File: config.mk
export PLATFORM = sky130hd
export DESIGN_NAME = lpmc_ctrl
export DESIGN_NICKNAME = d
export VERILOG_FILES = /design/src/hw/lpmc_pkg.sv /design/src/hw/lpmc_sync.sv /design/src/hw/lpmc_ctrl.sv
export SDC_FILE = /design/constraint.sdc
export NUM_CORES = 1
export LEC_CHECK = 0
export ABC_AREA = 1
export CELL_PAD_IN_SITES_DETAIL_PLACEMENT = 0
export CELL_PAD_IN_SITES_GLOBAL_PLACEMENT = 1
export CORE_MARGIN = 2
export CORE_UTILIZATION = 46
export DETAILED_ROUTE_END_ITERATION = 12
export DONT_BUFFER_PORTS = 1
export GPL_TIMING_DRIVEN = 0
export PLACE_DENSITY_LB_ADDON = 0.2
export REMOVE_ABC_BUFFERS = 1
export SYNTH_ARGS = -nofsm -noshare
export SYNTH_HDL_FRONTEND = slang
export SYNTH_SLANG_ARGS = --single-unit
File: constraint.sdc
create_clock -name sys_clk -period 2.5 [get_ports sys_clk]
set_clock_uncertainty 0.2 [all_clocks]
set_input_delay 0.75 -clock sys_clk [delete_from_list [all_inputs] [get_ports sys_clk]]
set_output_delay 0.75 -clock sys_clk [all_outputs]
set_load 0.02 [all_outputs]
File: src/hw/lpmc_pkg.sv
// Package for the low-power mode controller: modes, timing constants
package lpmc_pkg;
  // Modes, one-hot
  typedef enum logic [5:0] {
    LPMC_RUN      = 6'h01,
    LPMC_WAIT     = 6'h02,
    LPMC_LP_RUN   = 6'h04,
    LPMC_LP_WAIT  = 6'h08,
    LPMC_ACT_HALT = 6'h10,
    LPMC_HALT     = 6'h20
  } lpmc_mode_t;

  localparam int  LPMC_CLK_MHZ        = 250;
  // Fast wakeup time in ns
  localparam int  LPMC_FAST_WAKE_NS   = 5000;
  localparam int  LPMC_FAST_WAKE_CYC  = (LPMC_FAST_WAKE_NS * LPMC_CLK_MHZ) / 1000;
  // Reference recovery time in ns, plain default
  localparam int  LPMC_REF_WAKE_NS    = 16000;
  localparam int  LPMC_REF_WAKE_CYC   = (LPMC_REF_WAKE_NS * LPMC_CLK_MHZ) / 1000;
  localparam int  LPMC_CNT_W          = 16;
  localparam int  LPMC_SYNC_STAGES    = 2;
endpackage : lpmc_pkg

File: src/hw/lpmc_sync.sv
// Two-stage synchroniser for a group of pin-level wakeup inputs
`timescale 1ns/100ps
`default_nettype none
module lpmc_sync #(
  parameter int WIDTH = 1
) (
  input  wire logic             sys_clk,
  input  wire logic             rst_n,
  input  wire logic [WIDTH-1:0] async_in,
  output var  logic [WIDTH-1:0] sync_out
);
  logic [WIDTH-1:0] meta_reg;

  always_ff @(posedge sys_clk or negedge rst_n) begin
    if (!rst_n) begin
      meta_reg <= '0;
      sync_out <= '0;
    end else begin
      meta_reg <= async_in;
      sync_out <= meta_reg;
    end
  end
endmodule // lpmc_sync
`default_nettype wire

File: src/hw/lpmc_ctrl.sv
// Low-power mode sequencer with clock gating and wakeup source selection
//
// What this block does
// RULE1: In wait mode the CPU clock is off while the selected peripherals keep their clocks.
// RULE2: Wait mode is entered by either wait instruction and left on interrupt, event or reset.
// RULE3: Low power run clocks CPU and peripherals from the slow oscillator, from RAM, flash off.
// RULE4: Low power run is entered only by software request and left only by software or reset.
// RULE5: Interrupts must be masked by software and never cause an exit from the low power modes.
// RULE6: A wait-for-event in low power run enters low power wait, which also stops the CPU clock.
// RULE7: Low power wait wakes on reset or on an internal or external peripheral event.
// RULE8: An event ending low power wait returns to low power run with the CPU clock restarted.
// RULE9: Active-halt keeps only the RTC clock and wakes on RTC interrupt or external interrupt.
// RULE10: Halt stops CPU and peripheral clocks, keeps RAM powered, wakes on external or halt-wake.
// RULE11: The reference may be off in halt, and a fast-wake setting skips its recovery wait.
// RULE12: A non-reset wake from wait, active-halt or halt restores clocks and returns to run.
`timescale 1ns/100ps
`default_nettype none
module lpmc_ctrl
  import lpmc_pkg::*;
#(
  parameter int NUM_PERIPH   = 8,
  parameter int REF_WAKE_CYC = lpmc_pkg::LPMC_REF_WAKE_CYC,
  parameter int FAST_WAKE_CYC = lpmc_pkg::LPMC_FAST_WAKE_CYC
) (
  input  wire logic                  sys_clk,
  input  wire logic                  rst_n,
  input  wire logic                  wait_for_event_instr,
  input  wire logic                  wait_for_interrupt_instr,
  input  wire logic                  halt_req,
  input  wire logic                  halt_rtc_keep,
  input  wire logic                  lp_run_enter_req,
  input  wire logic                  lp_run_exit_req,
  input  wire logic                  slow_osc_sel_ext,
  input  wire logic                  ref_off_in_halt,
  input  wire logic                  fast_wake_en,
  input  wire logic [NUM_PERIPH-1:0] periph_run_sel,
  input  wire logic                  int_irq,
  input  wire logic                  int_event,
  input  wire logic                  rtc_irq,
  input  wire logic                  ext_irq_pin,
  input  wire logic                  ext_event_pin,
  input  wire logic                  halt_wake_periph,
  output var  logic                  cpu_clk_en,
  output var  logic [NUM_PERIPH-1:0] periph_clk_en,
  output var  logic                  rtc_clk_en,
  output var  logic                  flash_on,
  output var  logic                  slow_clk_sel,
  output var  logic                  low_speed_internal_osc_en,
  output var  logic                  low_speed_external_osc_en,
  output var  logic                  reg_ulp,
  output var  logic                  ref_on,
  output var  logic                  wake_pulse,
  output var  logic [5:0]            mode_out
);
  import lpmc_pkg::*;

  ////////////////////////////////////////////////////////////////////////
  // Pin inputs, synchronised
  logic       ext_irq_s;
  logic       ext_event_s;
  logic [1:0] sync_q;

  lpmc_sync #(.WIDTH(2)) u_sync (
    .sys_clk  (sys_clk),
    .rst_n    (rst_n),
    .async_in ({ext_irq_pin, ext_event_pin}),
    .sync_out (sync_q)
  );
  assign ext_irq_s   = sync_q[1];
  assign ext_event_s = sync_q[0];

  ////////////////////////////////////////////////////////////////////////
  // Mode sequencer
  lpmc_mode_t             mode_reg;
  lpmc_mode_t             mode_next;
  logic                   halt_like;
  logic                   wake_wait;
  logic                   wake_lpw;
  logic                   wake_ah;
  logic                   wake_halt;
  logic                   ref_wait_reg;
  logic [LPMC_CNT_W-1:0]  wake_cnt_reg;

  assign wake_wait = int_irq | int_event | ext_irq_s | ext_event_s;          // RULE2
  assign wake_lpw  = int_event | ext_event_s;                                // RULE7 RULE5
  assign wake_ah   = rtc_irq | ext_irq_s;                                    // RULE9
  assign wake_halt = ext_irq_s | halt_wake_periph;                           // RULE10
  assign halt_like = (mode_reg == LPMC_ACT_HALT) || (mode_reg == LPMC_HALT);

  always_comb begin
    mode_next = mode_reg;
    unique case (mode_reg)
      LPMC_RUN: begin
        if (lp_run_enter_req) begin
          mode_next = LPMC_LP_RUN;                                           // RULE4
        end else if (halt_req) begin
          mode_next = halt_rtc_keep ? LPMC_ACT_HALT : LPMC_HALT;
        end else if (wait_for_event_instr || wait_for_interrupt_instr) begin
          mode_next = LPMC_WAIT;                                             // RULE2
        end
      end
      LPMC_WAIT: begin
        if (wake_wait) begin
          mode_next = LPMC_RUN;                                              // RULE12
        end
      end
      LPMC_LP_RUN: begin
        if (lp_run_exit_req) begin
          mode_next = LPMC_RUN;                                              // RULE4
        end else if (wait_for_event_instr) begin
          mode_next = LPMC_LP_WAIT;                                          // RULE6
        end
      end
      LPMC_LP_WAIT: begin
        if (wake_lpw) begin
          mode_next = LPMC_LP_RUN;                                           // RULE8
        end
      end
      LPMC_ACT_HALT,
      LPMC_HALT: begin
        // Leave only once the recovery count has run out; one wake is enough
        if (ref_wait_reg && wake_cnt_reg == '0) begin
          mode_next = LPMC_RUN;                                              // RULE11 RULE12
        end
      end
      default: mode_next = LPMC_RUN;
    endcase
  end

  always_ff @(posedge sys_clk or negedge rst_n) begin
    if (!rst_n) begin
      mode_reg <= LPMC_RUN;
    end else begin
      mode_reg <= mode_next;
    end
  end

  ////////////////////////////////////////////////////////////////////////
  // Reference recovery on wake from halt; counter holds the exit
  logic halt_wake_seen;
  assign halt_wake_seen = ((mode_reg == LPMC_ACT_HALT) && wake_ah) ||
                          ((mode_reg == LPMC_HALT) && wake_halt);

  always_ff @(posedge sys_clk or negedge rst_n) begin
    if (!rst_n) begin
      ref_wait_reg <= 1'b0;
      wake_cnt_reg <= '0;
    end else if (!halt_like) begin
      ref_wait_reg <= 1'b0;
      wake_cnt_reg <= '0;
    end else if (halt_wake_seen && !ref_wait_reg && wake_cnt_reg == '0) begin
      // Fast wake skips the reference settling, RULE11
      ref_wait_reg <= 1'b1;
      wake_cnt_reg <= (ref_off_in_halt && !fast_wake_en) ?
                      LPMC_CNT_W'(REF_WAKE_CYC - 1) : LPMC_CNT_W'(FAST_WAKE_CYC - 1); // RULE11
    end else if (ref_wait_reg) begin
      if (wake_cnt_reg == '0) begin
        ref_wait_reg <= 1'b0;
      end else begin
        wake_cnt_reg <= wake_cnt_reg - 1'b1;
      end
    end
  end

  ////////////////////////////////////////////////////////////////////////
  // Clock gating and power controls, all registered from next mode
  always_ff @(posedge sys_clk or negedge rst_n) begin
    if (!rst_n) begin
      cpu_clk_en    <= 1'b1;
      periph_clk_en <= '1;
      rtc_clk_en    <= 1'b1;
    end else begin
      cpu_clk_en    <= (mode_next == LPMC_RUN) || (mode_next == LPMC_LP_RUN); // RULE1 RULE6 RULE8
      rtc_clk_en    <= (mode_next != LPMC_HALT);                              // RULE9
      unique case (mode_next)
        LPMC_RUN:      periph_clk_en <= '1;                                   // RULE12
        LPMC_WAIT,
        LPMC_LP_RUN,
        LPMC_LP_WAIT:  periph_clk_en <= periph_run_sel;                       // RULE1 RULE3
        default:       periph_clk_en <= '0;                                   // RULE9 RULE10
      endcase
    end
  end

  always_ff @(posedge sys_clk or negedge rst_n) begin
    if (!rst_n) begin
      flash_on                  <= 1'b1;
      slow_clk_sel              <= 1'b0;
      low_speed_internal_osc_en <= 1'b0;
      low_speed_external_osc_en <= 1'b0;
      reg_ulp                   <= 1'b0;
      ref_on                    <= 1'b1;
      mode_out                  <= 6'h01;
    end else begin
      // Low power run and wait share the slow clock and flash-off setup
      flash_on     <= !((mode_next == LPMC_LP_RUN) || (mode_next == LPMC_LP_WAIT)); // RULE3
      slow_clk_sel <= (mode_next == LPMC_LP_RUN) || (mode_next == LPMC_LP_WAIT);    // RULE3
      reg_ulp      <= (mode_next == LPMC_LP_RUN) || (mode_next == LPMC_LP_WAIT);    // RULE3
      low_speed_internal_osc_en <= ((mode_next == LPMC_LP_RUN) ||
                                    (mode_next == LPMC_LP_WAIT)) && !slow_osc_sel_ext;
      low_speed_external_osc_en <= ((mode_next == LPMC_LP_RUN) ||
                                    (mode_next == LPMC_LP_WAIT)) && slow_osc_sel_ext;
      // Reference comes back as soon as a wake is seen
      ref_on   <= !(((mode_next == LPMC_HALT) || (mode_next == LPMC_ACT_HALT)) &&
                    ref_off_in_halt && !halt_wake_seen && !ref_wait_reg);   // RULE11
      mode_out <= mode_next;
    end
  end

  always_ff @(posedge sys_clk or negedge rst_n) begin
    if (!rst_n) begin
      wake_pulse <= 1'b0;
    end else begin
      wake_pulse <= (mode_reg != mode_next) &&
                    ((mode_next == LPMC_RUN && mode_reg != LPMC_LP_RUN) ||
                     mode_next == LPMC_LP_RUN && mode_reg == LPMC_LP_WAIT);
    end
  end

  ////////////////////////////////////////////////////////////////////////
  // Checks
  // Cycles spent in recovery; bounds the fast wake without a long delay range
  logic [LPMC_CNT_W-1:0] rec_cyc_reg;

  always_ff @(posedge sys_clk or negedge rst_n) begin
    if (!rst_n) begin
      rec_cyc_reg <= '0;
    end else if (ref_wait_reg) begin
      rec_cyc_reg <= rec_cyc_reg + 1'b1;
    end else begin
      rec_cyc_reg <= '0;
    end
  end

  AST_WAIT_CPU_OFF: assert property (@(posedge sys_clk) disable iff (!rst_n) // RULE1
    (mode_reg == LPMC_WAIT) |-> !cpu_clk_en) else $error("cpu clock on in wait");
  AST_WAIT_EXIT: assert property (@(posedge sys_clk) disable iff (!rst_n) // RULE2
    (mode_reg == LPMC_WAIT && int_irq) |=> (mode_reg == LPMC_RUN && cpu_clk_en))
    else $error("wait not left on interrupt");
  AST_LPRUN_SETUP: assert property (@(posedge sys_clk) disable iff (!rst_n) // RULE3
    (mode_reg == LPMC_LP_RUN) |-> (!flash_on && reg_ulp && slow_clk_sel && cpu_clk_en))
    else $error("low power run setup wrong");
  AST_LPRUN_ENTRY: assert property (@(posedge sys_clk) disable iff (!rst_n) // RULE4
    (mode_reg != LPMC_LP_RUN && mode_reg != LPMC_LP_WAIT && mode_next == LPMC_LP_RUN)
      |-> lp_run_enter_req) else $error("low power run entered without request");
  AST_NO_IRQ_EXIT: assert property (@(posedge sys_clk) disable iff (!rst_n) // RULE5 RULE7
    (mode_reg == LPMC_LP_WAIT && !int_event && !ext_event_s) |=> (mode_reg == LPMC_LP_WAIT))
    else $error("low power wait left without event");
  AST_LPWAIT_ENTRY: assert property (@(posedge sys_clk) disable iff (!rst_n) // RULE6
    (mode_reg == LPMC_LP_RUN && !lp_run_exit_req && wait_for_event_instr)
      |=> (mode_reg == LPMC_LP_WAIT && !cpu_clk_en && !flash_on))
    else $error("low power wait not entered");
  AST_LPWAIT_BACK: assert property (@(posedge sys_clk) disable iff (!rst_n) // RULE8
    (mode_reg == LPMC_LP_WAIT && int_event) |=> (mode_reg == LPMC_LP_RUN && cpu_clk_en))
    else $error("event did not restore low power run");
  AST_AHALT_CLKS: assert property (@(posedge sys_clk) disable iff (!rst_n) // RULE9
    (mode_reg == LPMC_ACT_HALT) |-> (rtc_clk_en && !cpu_clk_en && periph_clk_en == '0))
    else $error("active-halt clock gating wrong");
  AST_HALT_CLKS: assert property (@(posedge sys_clk) disable iff (!rst_n) // RULE10
    (mode_reg == LPMC_HALT) |-> (!rtc_clk_en && !cpu_clk_en && periph_clk_en == '0))
    else $error("halt clock gating wrong");
  AST_FAST_WAKE: assert property (@(posedge sys_clk) disable iff (!rst_n) // RULE11
    (ref_wait_reg && fast_wake_en) |-> (rec_cyc_reg < LPMC_CNT_W'(FAST_WAKE_CYC)))
    else $error("fast wake too slow");
  AST_RUN_RESTORE: assert property (@(posedge sys_clk) disable iff (!rst_n) // RULE12
    ($past(mode_reg) != LPMC_RUN && mode_reg == LPMC_RUN)
      |-> (cpu_clk_en && periph_clk_en == '1 && rtc_clk_en))
    else $error("clocks not restored in run");
endmodule // lpmc_ctrl
`default_nettype wire

---- Word-level counts from Yosys, hierarchy flattened ----
Cells that the tools add are included.
word-level totals
  register bits ........................... 43
  input port bits ......................... 25
  output and inout port bits .............. 23
  logic and storage cells ................. 89
operators by class
  add/subtract/negate cells ............... 1
  equality and inequality tests ........... 17
  muxes and demuxes ....................... 20
  bitwise gates (word level) .............. 6
  reduce and logical (&&, ||, !) cells .... 31
operators with widths
  cell                     count
  $mux W16                 4
  $mux W6                  9
  $pmux W6 S5              1
  $logic_not A16 Y1        1
  $pmux W8 S2              1
  $sub A16 B1 Y16 const B  1
  $logic_and A1 B1 Y1      14
  $eq A6 B1 Y1 const B     2
  $eq A6 B2 Y1 const B     2
  $eq A6 B3 Y1 const B     2
  $eq A6 B4 Y1 const B     2
  $eq A6 B5 Y1 const B     2
  $eq A6 B6 Y1 const B     2
  $mux W12                 1
  $logic_or A1 B1 Y1       7
  $logic_not A1 Y1         6
  $ne A6 B3 Y1 const B     1
  $ne A6 B6 Y1             1
  $ne A6 B6 Y1 const B     1
  $or A1 B1 Y1             6
  $mux W1                  4
  $ne A3 B1 Y1 const B     1
  $ne A3 B2 Y1 const B     1
  $reduce_or A3 Y1         1
  other kinds (2)          2

---- Depth between registers and ports, before layout ----
Gate-level depths: netlist of the first run.
  depth in word-level cells ............... 11
  depth in mapped cells ................... 14
  gate-level depth less buffers ........... 14

---- By module ----
Synthesis of the first run repeated with hierarchy kept, for this count alone.
unflattened totals
  cell total of the unflattened synthesis .. 302
  area total of the unflattened synthesis .. 2482.4 µm²
by module, submodules not included
  module     instances  cells each  area each (µm²)  sequential area each (µm²)
  lpmc_ctrl  1          298         2382.3           992.2
  lpmc_sync  1          4           100.1            100.1

---- Least setup slack after synthesis of the first run ----
No wires, ideal clock.
  path type ............................... in2reg
  start point ............................. in int_event
  end point ............................... reg cpu_clk_en
  library setup time ...................... 0.084 ns
  data arrival time ....................... 1.894 ns
  data required time ...................... 2.216 ns
  setup slack ............................. 0.322 ns
  cell stages on the path ................. 9
  path buffers ............................ 2
  cells stage by stage .................... or2_2 nor2_1 nor2_1 nor2_1 nand2_1 nor2_1 buf_2 buf_4 nand3_1
between the ends
  longest elaborated chain between the ends .. 7
  elaborated cells on any way between the ends .. 10
  classes of those cells .................. 2 x eq/ne; 3 x mux; 4 x bitwise; 1 x reduce/logical
RTL lines
  what                                          line              RTL
  start, declared                               lpmc_ctrl.sv:38   input wire logic int_event,
  $or A1 B1 Y1 (3 in a row)                     lpmc_ctrl.sv:84   assign wake_wait = int_irq | int_event | ext_irq_s | ext_event_s;
  $mux W6                                       lpmc_ctrl.sv:103  if (wake_wait) begin
  $pmux W6 S5 (*)                               lpmc_ctrl.sv:92   unique case (mode_reg)
  $eq A6 B1 Y1 or $eq A6 B3 Y1 (tied branches)  lpmc_ctrl.sv:173  cpu_clk_en <= (mode_next == LPMC_RUN) || (mode_next == LPMC_LP_RUN);
  $logic_or A1 B1 Y1 (*)                        lpmc_ctrl.sv:173
  end signal, assigned                          lpmc_ctrl.sv:173
  end, declared                                 lpmc_ctrl.sv:43   output var logic cpu_clk_en,
Mark *: on every way between the ends. The rest lies on a longest branch, timed or not.
A chain may end at the register's enable or synchronous reset.

==> flow_summary.ini, run 1 <==
[global_route]
grtUsageTotal = 0.202
grt_pass1_vias = 1903
antenna_found_initial = 0
grt_pass1_wl_um = 9260
grt_busiest_layer = met1
grtUsageMet1 = 0.289
grt-ovfl-total = 0
gr-usage-met2 = 0.287
grt_use_met3 = 0.0687
grt_max_degree = 31

[cells_and_area]
nFillCells = 491
largest_register_ffs = 16
final_nets = 344
area.growth.synth_to_final_pct = 8.12
final_cell_area_um2 = 2620
drive_gt1_frac = 0.138
antenna_cells = 0

[cts]
root_buffer = clkbuf_8
cts_made_buffers = 5
clk_latency_ns = 0.31
cts_setup_buffers = 0
clock_path_buffers = 2
cts_max_level = 2
tritoncts = built
path_clk_slew_ns = 0.10
clock_sinks = 43

[yosys]
synth-seq-area-share = 0.452
yosys.area_share.simple = 0.346
synth_largest_area_cell = dfrtp_1
synth_compound_area_frac = 0.0864
synth_area_um2 = 2420
synth_area_leaders = dfrtp_1 (31%), dfstp_2 (14%), nand2_1 (12%)
synth_top_cell_area_share = 0.310
synth_edf_count = 0
yosysUniqueCellTypes = 35
ys_async_sr_fraction = 1.00
synth_fa_ha_area_frac = 0.0103
postSynthAreaPerCell_um2 = 7.73
synthMuxAreaShare = 0
ys_seq_elements = 43
ys.warnings.count = 0
synth_top_family_by_area = simple AND/OR/NAND/NOR gates
synthCells = 313
synth_common_cells = nand2_1 (79), nor2_1 (50), inv_1 (35)
synth_xor_area_frac = 0.0326
ys.flop_type = dfrtp_1
synth_most_common_cell = nand2_1

[power_and_ir_drop]
p_sw_mw = 1.09
power.share.switching = 0.424
p_leak_nw = 1.33
p_comb_frac = 0.315
p_seq_frac = 0.462
peakVddDrop_v = 0.000584
power_density_nw_per_um2 = 984
internal-power_mw = 1.48
power.share.clock = 0.224

[timing]
timing.fmax_mhz = 443
slew_headroom = 0.725
finalHoldViolations = 0
hold-worst-slack_ns = 0.0524
slew_viol_final = 0
tightest_slew_ns = 0.412
finalCriticalPeriod_ns = 2.26
rsz0062_at_grt = false
layout_setup_ws_ns = 0.245
setup_violations = 0
fin_crit_sh = 0.902

[routing]
antenna_left = 0
routedWlPerCell_um = 14.0
routed_via_density = 5.07
firstDrtPassIters = 4
drt_iter0_drc = 129
wl_um = 5450
vias = 1967
remaining_drc_errors = 0

[critical_path]
cp_max_fo = 20
cp_data_arrival_time_ns = 2.27
end_kind = flop
reg2reg_slack_ns = 0.24
r2r-end = wake_pulse$_DFF_PN0_
reg2reg_from = mode_out[2]$_DFF_PN0_
rr_worst_depth = 12
worstPathRequired_ns = 2.52
startpoint_type = flop
worst-setup-path-type = flop to flop

[floorplanning]
boundaryPins = 48
die_area_um2 = 5850
die_w_um = 76.5
chipHeight_um = 76.5
num_rows = 26
coreArea_um2 = 5070
initial_core_util = 0.477

[run_status]
status = completed

[placement]
placement.io_buffers = 0
post-dp-hpwl_um = 3970
pre_cts_slack_ns = -0.588
routabilityCongestion = 0.862
place_area_um2 = 2470

[worst_hold_path]
hp-class = input port to async pin

[flow_run]
drv_cap = 0
==> repair_timing <==
| item | CTS | global route |
|---|---|---|
| hold buffers | 1 | 0 |
| gates resized for setup | 1 | 1 |
| hold endpoints to repair | 30 | 0 |
| endpoints found under the setup margin | 11 | 3 |
==> logic make-up after synthesis <==
logic type / count (synthesis)
buf+inv: 41
xor+xnor: 9
simple gates: 184
flops: 43
fa+ha+maj: 2
compound gates: 34
==> layout by cell type (no fill, tap or decap), types with 2 or more instances in the layout <==
cell      synthesis  final
nand2_1          79     79
nor2_1           50     49
inv_1            35     35
dfrtp_1          30     30
nand3_1          25     25
dfstp_2          13     13
o21ai_0          10     10
o21ai_1           8      8
xnor2_1           6      6
nor2_2            5      5
or2_2             5      5
clkbuf_8          0      5
nor3_1            4      4
a21oi_1           4      4
nand4_1           4      4
nand2_2           3      3
nor2_4            2      3
nor4_1            3      3
o211ai_1          3      3
xor2_1            3      3
o21a_1            2      2
a22o_1            2      2
o22ai_1           2      2
ha_1              2      2
==> per-stage QoR <==
step | util | setup TNS (ns) | total power [mW] | cells
after floorplan | - | -0.195 | 1.80 | 309
after global placement | 0.487 | -4.19 | 1.98 | 379
after detailed placement | 0.487 | -4.44 | 1.99 | 379
after CTS | 0.514 | 0 | 2.59 | 388
after global routing | 0.515 | 0 | 2.77 | 388
final | 0.515 | 0 | 2.57 | 388
==> final cells by class <==
cell class | instances | area (um2) | area share
Timing Repair Buffer | 1 | 20.0 | 0.00766
Clock inverter | 3 | 47.5 | 0.0182
Clock buffer | 5 | 68.8 | 0.0263
Tap cell | 70 | 87.6 | 0.0335
Multi-Input combinational cell | 229 | 1160 | 0.443
Sequential cell | 43 | 1090 | 0.418
Inverter | 37 | 141 | 0.0541
==> critical path: stages (launching register included) <==
cell and delay [ns]:
dfrtp_1 0.54, nor2_2 0.21, nand2_2 0.10, inv_1 0.10
o21ai_4 0.10, nand3_1 0.08, nand2_1 0.09, nor2_4 0.37
nand2_1 0.09, nand2_1 0.08, nand4_1 0.08, nand2_1 0.08
inv_1 0.04
==> routing by layer <==
| metal | routed length (um) | share of wire |
|---|---|---|
| met2 | 2230 | 0.41 |
| met4 | 68 | 0.012 |
| met5 | 0 | 0 |
| met3 | 367 | 0.067 |
| met1 | 2780 | 0.51 |
==> power by group through the flow <==
stage | clock, mW | combinational [mW] | sequential (mW)
floorplan | 0 | 0.634 | 1.17
detailed placement | 0 | 0.791 | 1.20
finish | 0.576 | 0.809 | 1.19
global route | 0.629 | 0.930 | 1.21
global placement | 0 | 0.774 | 1.21
CTS | 0.596 | 0.803 | 1.19
==> worst max path at each step <==
stage / start / end / depth (start not counted) / slack, ns
2_1_floorplan: int_event / wake_pulse$_DFF_PN0_ / 11 / -0.17
3_3_place_gp: int_event / wake_pulse$_DFF_PN0_ / 11 / -0.59
3_5_place_dp: int_event / wake_pulse$_DFF_PN0_ / 11 / -0.59
4_1_cts: mode_out[2]$_DFF_PN0_ / wake_pulse$_DFF_PN0_ / 12 / 0.01
5_1_grt: mode_out[5]$_DFF_PN0_ / wake_pulse$_DFF_PN0_ / 12 / 0.003
6_report: mode_out[2]$_DFF_PN0_ / wake_pulse$_DFF_PN0_ / 12 / 0.24
Power figures use the tool's default switching activity.
==> run 2, diff against run 1 <==
- CELL_PAD_IN_SITES_DETAIL_PLACEMENT: 0 -> default
- CELL_PAD_IN_SITES_GLOBAL_PLACEMENT: 1 -> default
- CORE_UTILIZATION: 46 -> 35
- SETUP_SLACK_MARGIN: default -> 0.1
==> run 2 against run 1 <==
Effect of this change: die area grew 30%; hold slack gained 0.019 ns; design area grew 1.8%; critical path depth is the same; worst setup slack gained 0.00060 ns; wire length grew 6.3%; utilization shrank 12 points; first-iteration DRC count shrank 36%; critical path type unchanged.
==> flow_summary.ini, run 2 (synthesis results as in run 1) <==
[routing]
firstDrtPassIters = 4
routed_via_density = 5.01
remaining_drc_errors = 0
wl_um = 5790
routedWlPerCell_um = 14.4
drt_iter0_drc = 83
antenna_left = 0
vias = 2014

[cells_and_area]
stdcell_count = 402
final_cell_mix = nand2_1 (79), nor2_1 (49), inv_1 (35), dfrtp_1 (30), nand3_1 (25)
antenna_cells = 0
nFillCells = 721
final_nets = 348
largest_register_ffs = 16
final_common_cell = nand2_1
area.growth.synth_to_final_pct = 10.0
drive_gt1_frac = 0.149
final_util = 0.394

[power_and_ir_drop]
p_sw_mw = 1.13
p_seq_frac = 0.449
power.share.switching = 0.427
internal-power_mw = 1.52
power.share.clock = 0.222
peakVddDrop_v = 0.000473
p_comb_frac = 0.328
power_density_nw_per_um2 = 994
p_leak_nw = 1.35

[global_route]
grtUsageTotal = 0.162
grt-ovfl-total = 0
grt_pass1_wl_um = 9480
antenna_found_initial = 0
grt_pass1_vias = 2019
grt_max_degree = 31

[timing]
slew_headroom = 0.688
slew_viol_final = 0
setup_violations = 0
fin_crit_sh = 0.902
rsz0062_at_grt = true
timing.fmax_mhz = 444
layout_setup_ws_ns = 0.245
fin_setup_tns_ns = 0
tightest_slew_ns = 0.467
finalCriticalPeriod_ns = 2.25
finalHoldViolations = 0

[cts]
clock_path_buffers = 2
clk_latency_ns = 0.30
root_buffer = clkbuf_8
cts_made_buffers = 5
path_clk_slew_ns = 0.09
tritoncts = built
clock_sinks = 43
cts_max_level = 2

[floorplanning]
die_area_um2 = 7590
chipHeight_um = 87.1
die_w_um = 87.1
num_rows = 30
initial_core_util = 0.358
boundaryPins = 48
coreArea_um2 = 6760

[critical_path]
cp-startpoint = mode_out[2]$_DFF_PN0_
worstPathRequired_ns = 2.50
cp_data_arrival_time_ns = 2.26
reg2reg_from = mode_out[2]$_DFF_PN0_
slowest_stage = dfrtp_1
startpoint_type = flop
cpPeakStageDelay_ns = 0.53
path_cells = nor2_2 -> nand2_2 -> inv_1 -> o21ai_4 -> nand3_1 -> nand2_1 -> nor2_4 -> nand2_1 -> nand2_1 -> nand4_1 -> nand2_1 -> inv_1
worst-setup-path-type = flop to flop
end_kind = flop
crit_path_frequent_cell = nand2_1
cp_max_fo = 10

[run_status]
status = completed

[placement]
routabilityCongestion = 0.795
dp_cells = 389
pre_cts_slack_ns = -0.671
post-dp-hpwl_um = 4070
placement.io_buffers = 0

[worst_hold_path]
hp-class = input port to async pin

[flow_run]
drv_cap = 0
==> run 2: cell type report <==
class                      instances  area, um2  area share
multi-input combinational        230       1160       0.437
sequential                        43       1090       0.410
inverter                          37        141      0.0531
tap                               80        100      0.0376
clock buffer                       6       82.6      0.0310
timing repair buffer               4       42.5      0.0160
clock inverter                     2       38.8      0.0146
==> run 2: path summary, 6_finish.rpt <==
check,endpoint,slack [ns],depth (start not counted)
max,wake_pulse$_DFF_PN0_,0.25,12
min,wake_cnt_reg[10]$_DFFE_PN0P_,0.07,1
max reg2reg,wake_pulse$_DFF_PN0_,0.25,12
min reg2reg,u_sync.sync_out[1]$_DFF_PN0_,0.15,0
max in group asynchronous,u_sync.meta_reg[1]$_DFF_PN0_,1.86,1
min in group sys_clk,u_sync.sync_out[1]$_DFF_PN0_,0.15,0
==> run 2: metal layers <==
metal / track usage / vias to the layer above / routed length, um / share of wire
li1: - / 1016 / - / -
met1: 0.205 / 948 / 2620 / 0.45
met2: 0.266 / 46 / 2790 / 0.48
met3: 0.0521 / 4 / 332 / 0.057
met4: 0.0420 / 0 / 51 / 0.0088
met5: 0 / - / 0 / 0
==> run 2: power by group through the flow <==
stage / Sequential (mW) / Clock [mW] / Combinational (mW)
after floorplan: 1.17 / 0 / 0.634
after global placement: 1.21 / 0 / 0.790
after detailed placement: 1.20 / 0 / 0.805
after CTS: 1.19 / 0.607 / 0.833
after global routing: 1.21 / 0.630 / 1.01
final: 1.19 / 0.587 / 0.869
==> run 2: repair_timing <==
action | in CTS | in global routing
gates cloned | 0 | 1
pin swaps | 0 | 2
setup endpoints to repair | 11 | 6
gates resized for setup | 2 | 0
endpoints found under the hold margin | 30 | 0
hold buffers | 1 | 0
setup buffers | 0 | 3
==> run 2: critical path, delay by kind of cell, from the launching register on <==
family | cells | cell delay, ns
AND/OR/NAND/NOR | 9 | 1.18
flip-flops | 1 | 0.53
buffers and inverters | 2 | 0.14
AO/OA/AOI/OAI | 1 | 0.11
==> run 2: through the flow <==
| step | cell area, um2 | hold WS (ns) | power [mW] |
|---|---|---|---|
| floorplan | 2380 | 0.131 | 1.80 |
| global placement | 2480 | 0.133 | 2.00 |
| detailed placement | 2480 | 0.136 | 2.00 |
| CTS | 2630 | 0.0706 | 2.63 |
| global route | 2660 | 0.0670 | 2.84 |
| finish | 2660 | 0.0718 | 2.64 |
==> run 3, diff against run 2 <==
- SYNTH_HIERARCHICAL: default -> 1
==> run 3 against run 2 <==
Effect of this change: sequential power is essentially flat; synthesized cell count down 3.5%; largest cell class unchanged; final cell count rose by 0.75%; count of clock-buffer cells in the layout down 1; register-to-register slack improved by 0.13 ns; critical endpoint unchanged; power shrank 2.9%.
==> flow_summary.ini, run 3 <==
[timing]
slew_viol_final = 0
fin_setup_tns_ns = 0
finalHoldViolations = 0
hold-worst-slack_ns = 0.0616
finalCriticalPeriod_ns = 2.13
timing.fmax_mhz = 470
setup_violations = 0
layout_setup_ws_ns = 0.370
rsz0062_at_grt = false
slew_headroom = 0.711
tightest_slew_ns = 0.429
fin_crit_sh = 0.852

[placement]
pre_cts_slack_ns = 0.136
placement.io_buffers = 0
post-dp-hpwl_um = 4040
routabilityCongestion = 0.860

[floorplanning]
chipHeight_um = 88.2
die_area_um2 = 7780
die_w_um = 88.2
coreArea_um2 = 6830
initial_core_util = 0.363
boundaryPins = 48
num_rows = 30

[cts]
clock_sinks = 43
clock_path_buffers = 2
cts_max_level = 2
tritoncts = built
path_clk_slew_ns = 0.10
root_buffer = clkbuf_8
post_cts_resized = 0
cts_made_buffers = 5
cts_setup_buffers = 0
clk_latency_ns = 0.31

[power_and_ir_drop]
power_density_nw_per_um2 = 952
internal-power_mw = 1.41
p_seq_frac = 0.459
power.share.switching = 0.450
p_comb_frac = 0.350
p_sw_mw = 1.16
peakVddDrop_v = 0.000436
power.share.clock = 0.191
p_leak_nw = 1.37

[critical_path]
cp_max_fo = 19
cpPeakStageDelay_ns = 0.64
slowest_stage = dfstp_2
startpoint_type = flop
reg2reg_from = mode_out[0]$_DFF_PN1_
worstPathRequired_ns = 2.52
path_depth = 11
reg2reg_slack_ns = 0.37
cp-startpoint = mode_out[0]$_DFF_PN1_
crit_path_frequent_cell = nand2_1
worst-path-buf-inv = 2
path_cells = inv_1 -> nor2_1 -> o21ai_1 -> nand3_2 -> nand2_2 -> nor2_8 -> nand2_1 -> nand2_1 -> nand4_1 -> nand2_1 -> inv_1
rr_worst_depth = 11
crit_end = wake_pulse$_DFF_PN0_
cp_data_arrival_time_ns = 2.15
cpLargestDelayFamily = simple AND/OR/NAND/NOR gates
end_kind = flop
r2r-end = wake_pulse$_DFF_PN0_
worst-setup-path-type = flop to flop

[global_route]
antenna_found_initial = 0
grt_pass1_vias = 1842
grt_max_degree = 31
grt-ovfl-total = 0
grt_pass1_wl_um = 9200
grtUsageTotal = 0.153

[yosys]
ys.warnings.count = 6
ys_seq_elements = 43
ys.flop_type = dfrtp_1
synth_most_common_cell = nand2_1
postSynthAreaPerCell_um2 = 8.22
synth_edf_count = 0
synth_top_cell_area_share = 0.302
synthCells = 302
synth_common_cells = nand2_1 (68), nor2_1 (39), inv_1 (35)
yosysUniqueCellTypes = 41
synth-seq-area-share = 0.440
synth_largest_area_cell = dfrtp_1
ys_async_sr_fraction = 1.00
synth_area_leaders = dfrtp_1 (30%), dfstp_2 (14%), nand2_1 (10%)
synth_area_um2 = 2480

[routing]
remaining_drc_errors = 0
vias = 1901
drt_iter0_drc = 123
antenna_left = 0
routedWlPerCell_um = 13.4
routed_via_density = 4.69
firstDrtPassIters = 4
wl_um = 5450

[cells_and_area]
largest_register_ffs = 16
final_common_cell = nand2_1
final_nets = 335
drive_gt1_frac = 0.214
antenna_cells = 0
area.growth.synth_to_final_pct = 8.72
final_cell_mix = nand2_1 (68), nor2_1 (39), inv_1 (35), dfrtp_1 (30), nand3_1 (22)

[run_status]
status = completed

[flow_run]
drv_cap = 0

[worst_hold_path]
hp-class = input port to async pin
## run 3: worst reg2reg max path, cell delays in order, from the launching register on
cell	delay, ns
dfstp_2	0.64
inv_1	0.13
nor2_1	0.21
o21ai_1	0.12
nand3_2	0.08
nand2_2	0.09
nor2_8	0.25
nand2_1	0.08
nand2_1	0.07
nand4_1	0.07
nand2_1	0.07
inv_1	0.03
## run 3: logic make-up (layout without fill, tap and decap cells)
group	count (synthesis)	count (layout)	share of synthesized area
compound gates	35	35	0.0963
xor+xnor	10	10	0.0353
fa+ha+maj	2	2	0.0101
buf+inv	42	49	0.0711
flops	43	43	0.440
simple gates	170	170	0.347
## run 3: final cells by class
class                      count  area (um2)
timing repair buffer           1        20.0
fill                         717        4130
inverter                      40         158
clock inverter                 3        26.3
clock buffer                   5        68.8
sequential                    43        1090
multi-input combinational    217        1210
tap                           96         120
## run 3: timing repair
| action | CTS | global route |
|---|---|---|
| endpoints found under the hold margin | 30 | 0 |
| setup endpoints to repair | 0 | 1 |
| hold buffers | 1 | 0 |
## run 3: worst min path at each step
stage / start / to / slack (ns)
detailed placement: u_sync/meta_reg[1]$_DFF_PN0_ / u_sync/sync_out[1]$_DFF_PN0_ / 0.14
CTS: rst_n / ref_on$_DFF_PN1_ / 0.06
global placement: u_sync/meta_reg[0]$_DFF_PN0_ / u_sync/sync_out[0]$_DFF_PN0_ / 0.13
global route: rst_n / periph_clk_en[5]$_DFF_PN1_ / 0.05
finish: rst_n / mode_out[5]$_DFF_PN0_ / 0.06
floorplan: u_sync/meta_reg[0]$_DFF_PN0_ / u_sync/sync_out[0]$_DFF_PN0_ / 0.13
## run 3: routing by layer
layer | part of all wire | wire [um] | track usage | up-vias
met2 | 0.44 | 2390 | 0.224 | 41
met4 | 0.012 | 68 | 0.0455 | 0
met5 | 0 | 0 | 0 | -
met1 | 0.49 | 2690 | 0.222 | 882
met3 | 0.054 | 292 | 0.0429 | 5
li1 | - | - | - | 973
## run 3: power groups by stage
stage	clock network [mW]	registers, mW	logic (mW)
6_report	0.490	1.18	0.899
5_1_grt	0.546	1.20	1.04
4_1_cts	0.516	1.19	0.917
3_5_place_dp	0	1.19	0.912
3_3_place_gp	0	1.20	0.891
2_1_floorplan	0	1.17	0.743
## run 3: metrics by stage
step	total power, mW	instance area (um2)	utilization	instances
4_1_cts	2.62	2700	0.395	405
6_report	2.57	2700	0.395	405
3_5_place_dp	2.11	2580	0.378	396
5_1_grt	2.78	2700	0.395	405
3_3_place_gp	2.09	2580	0.378	396
2_1_floorplan	1.91	2460	-	300
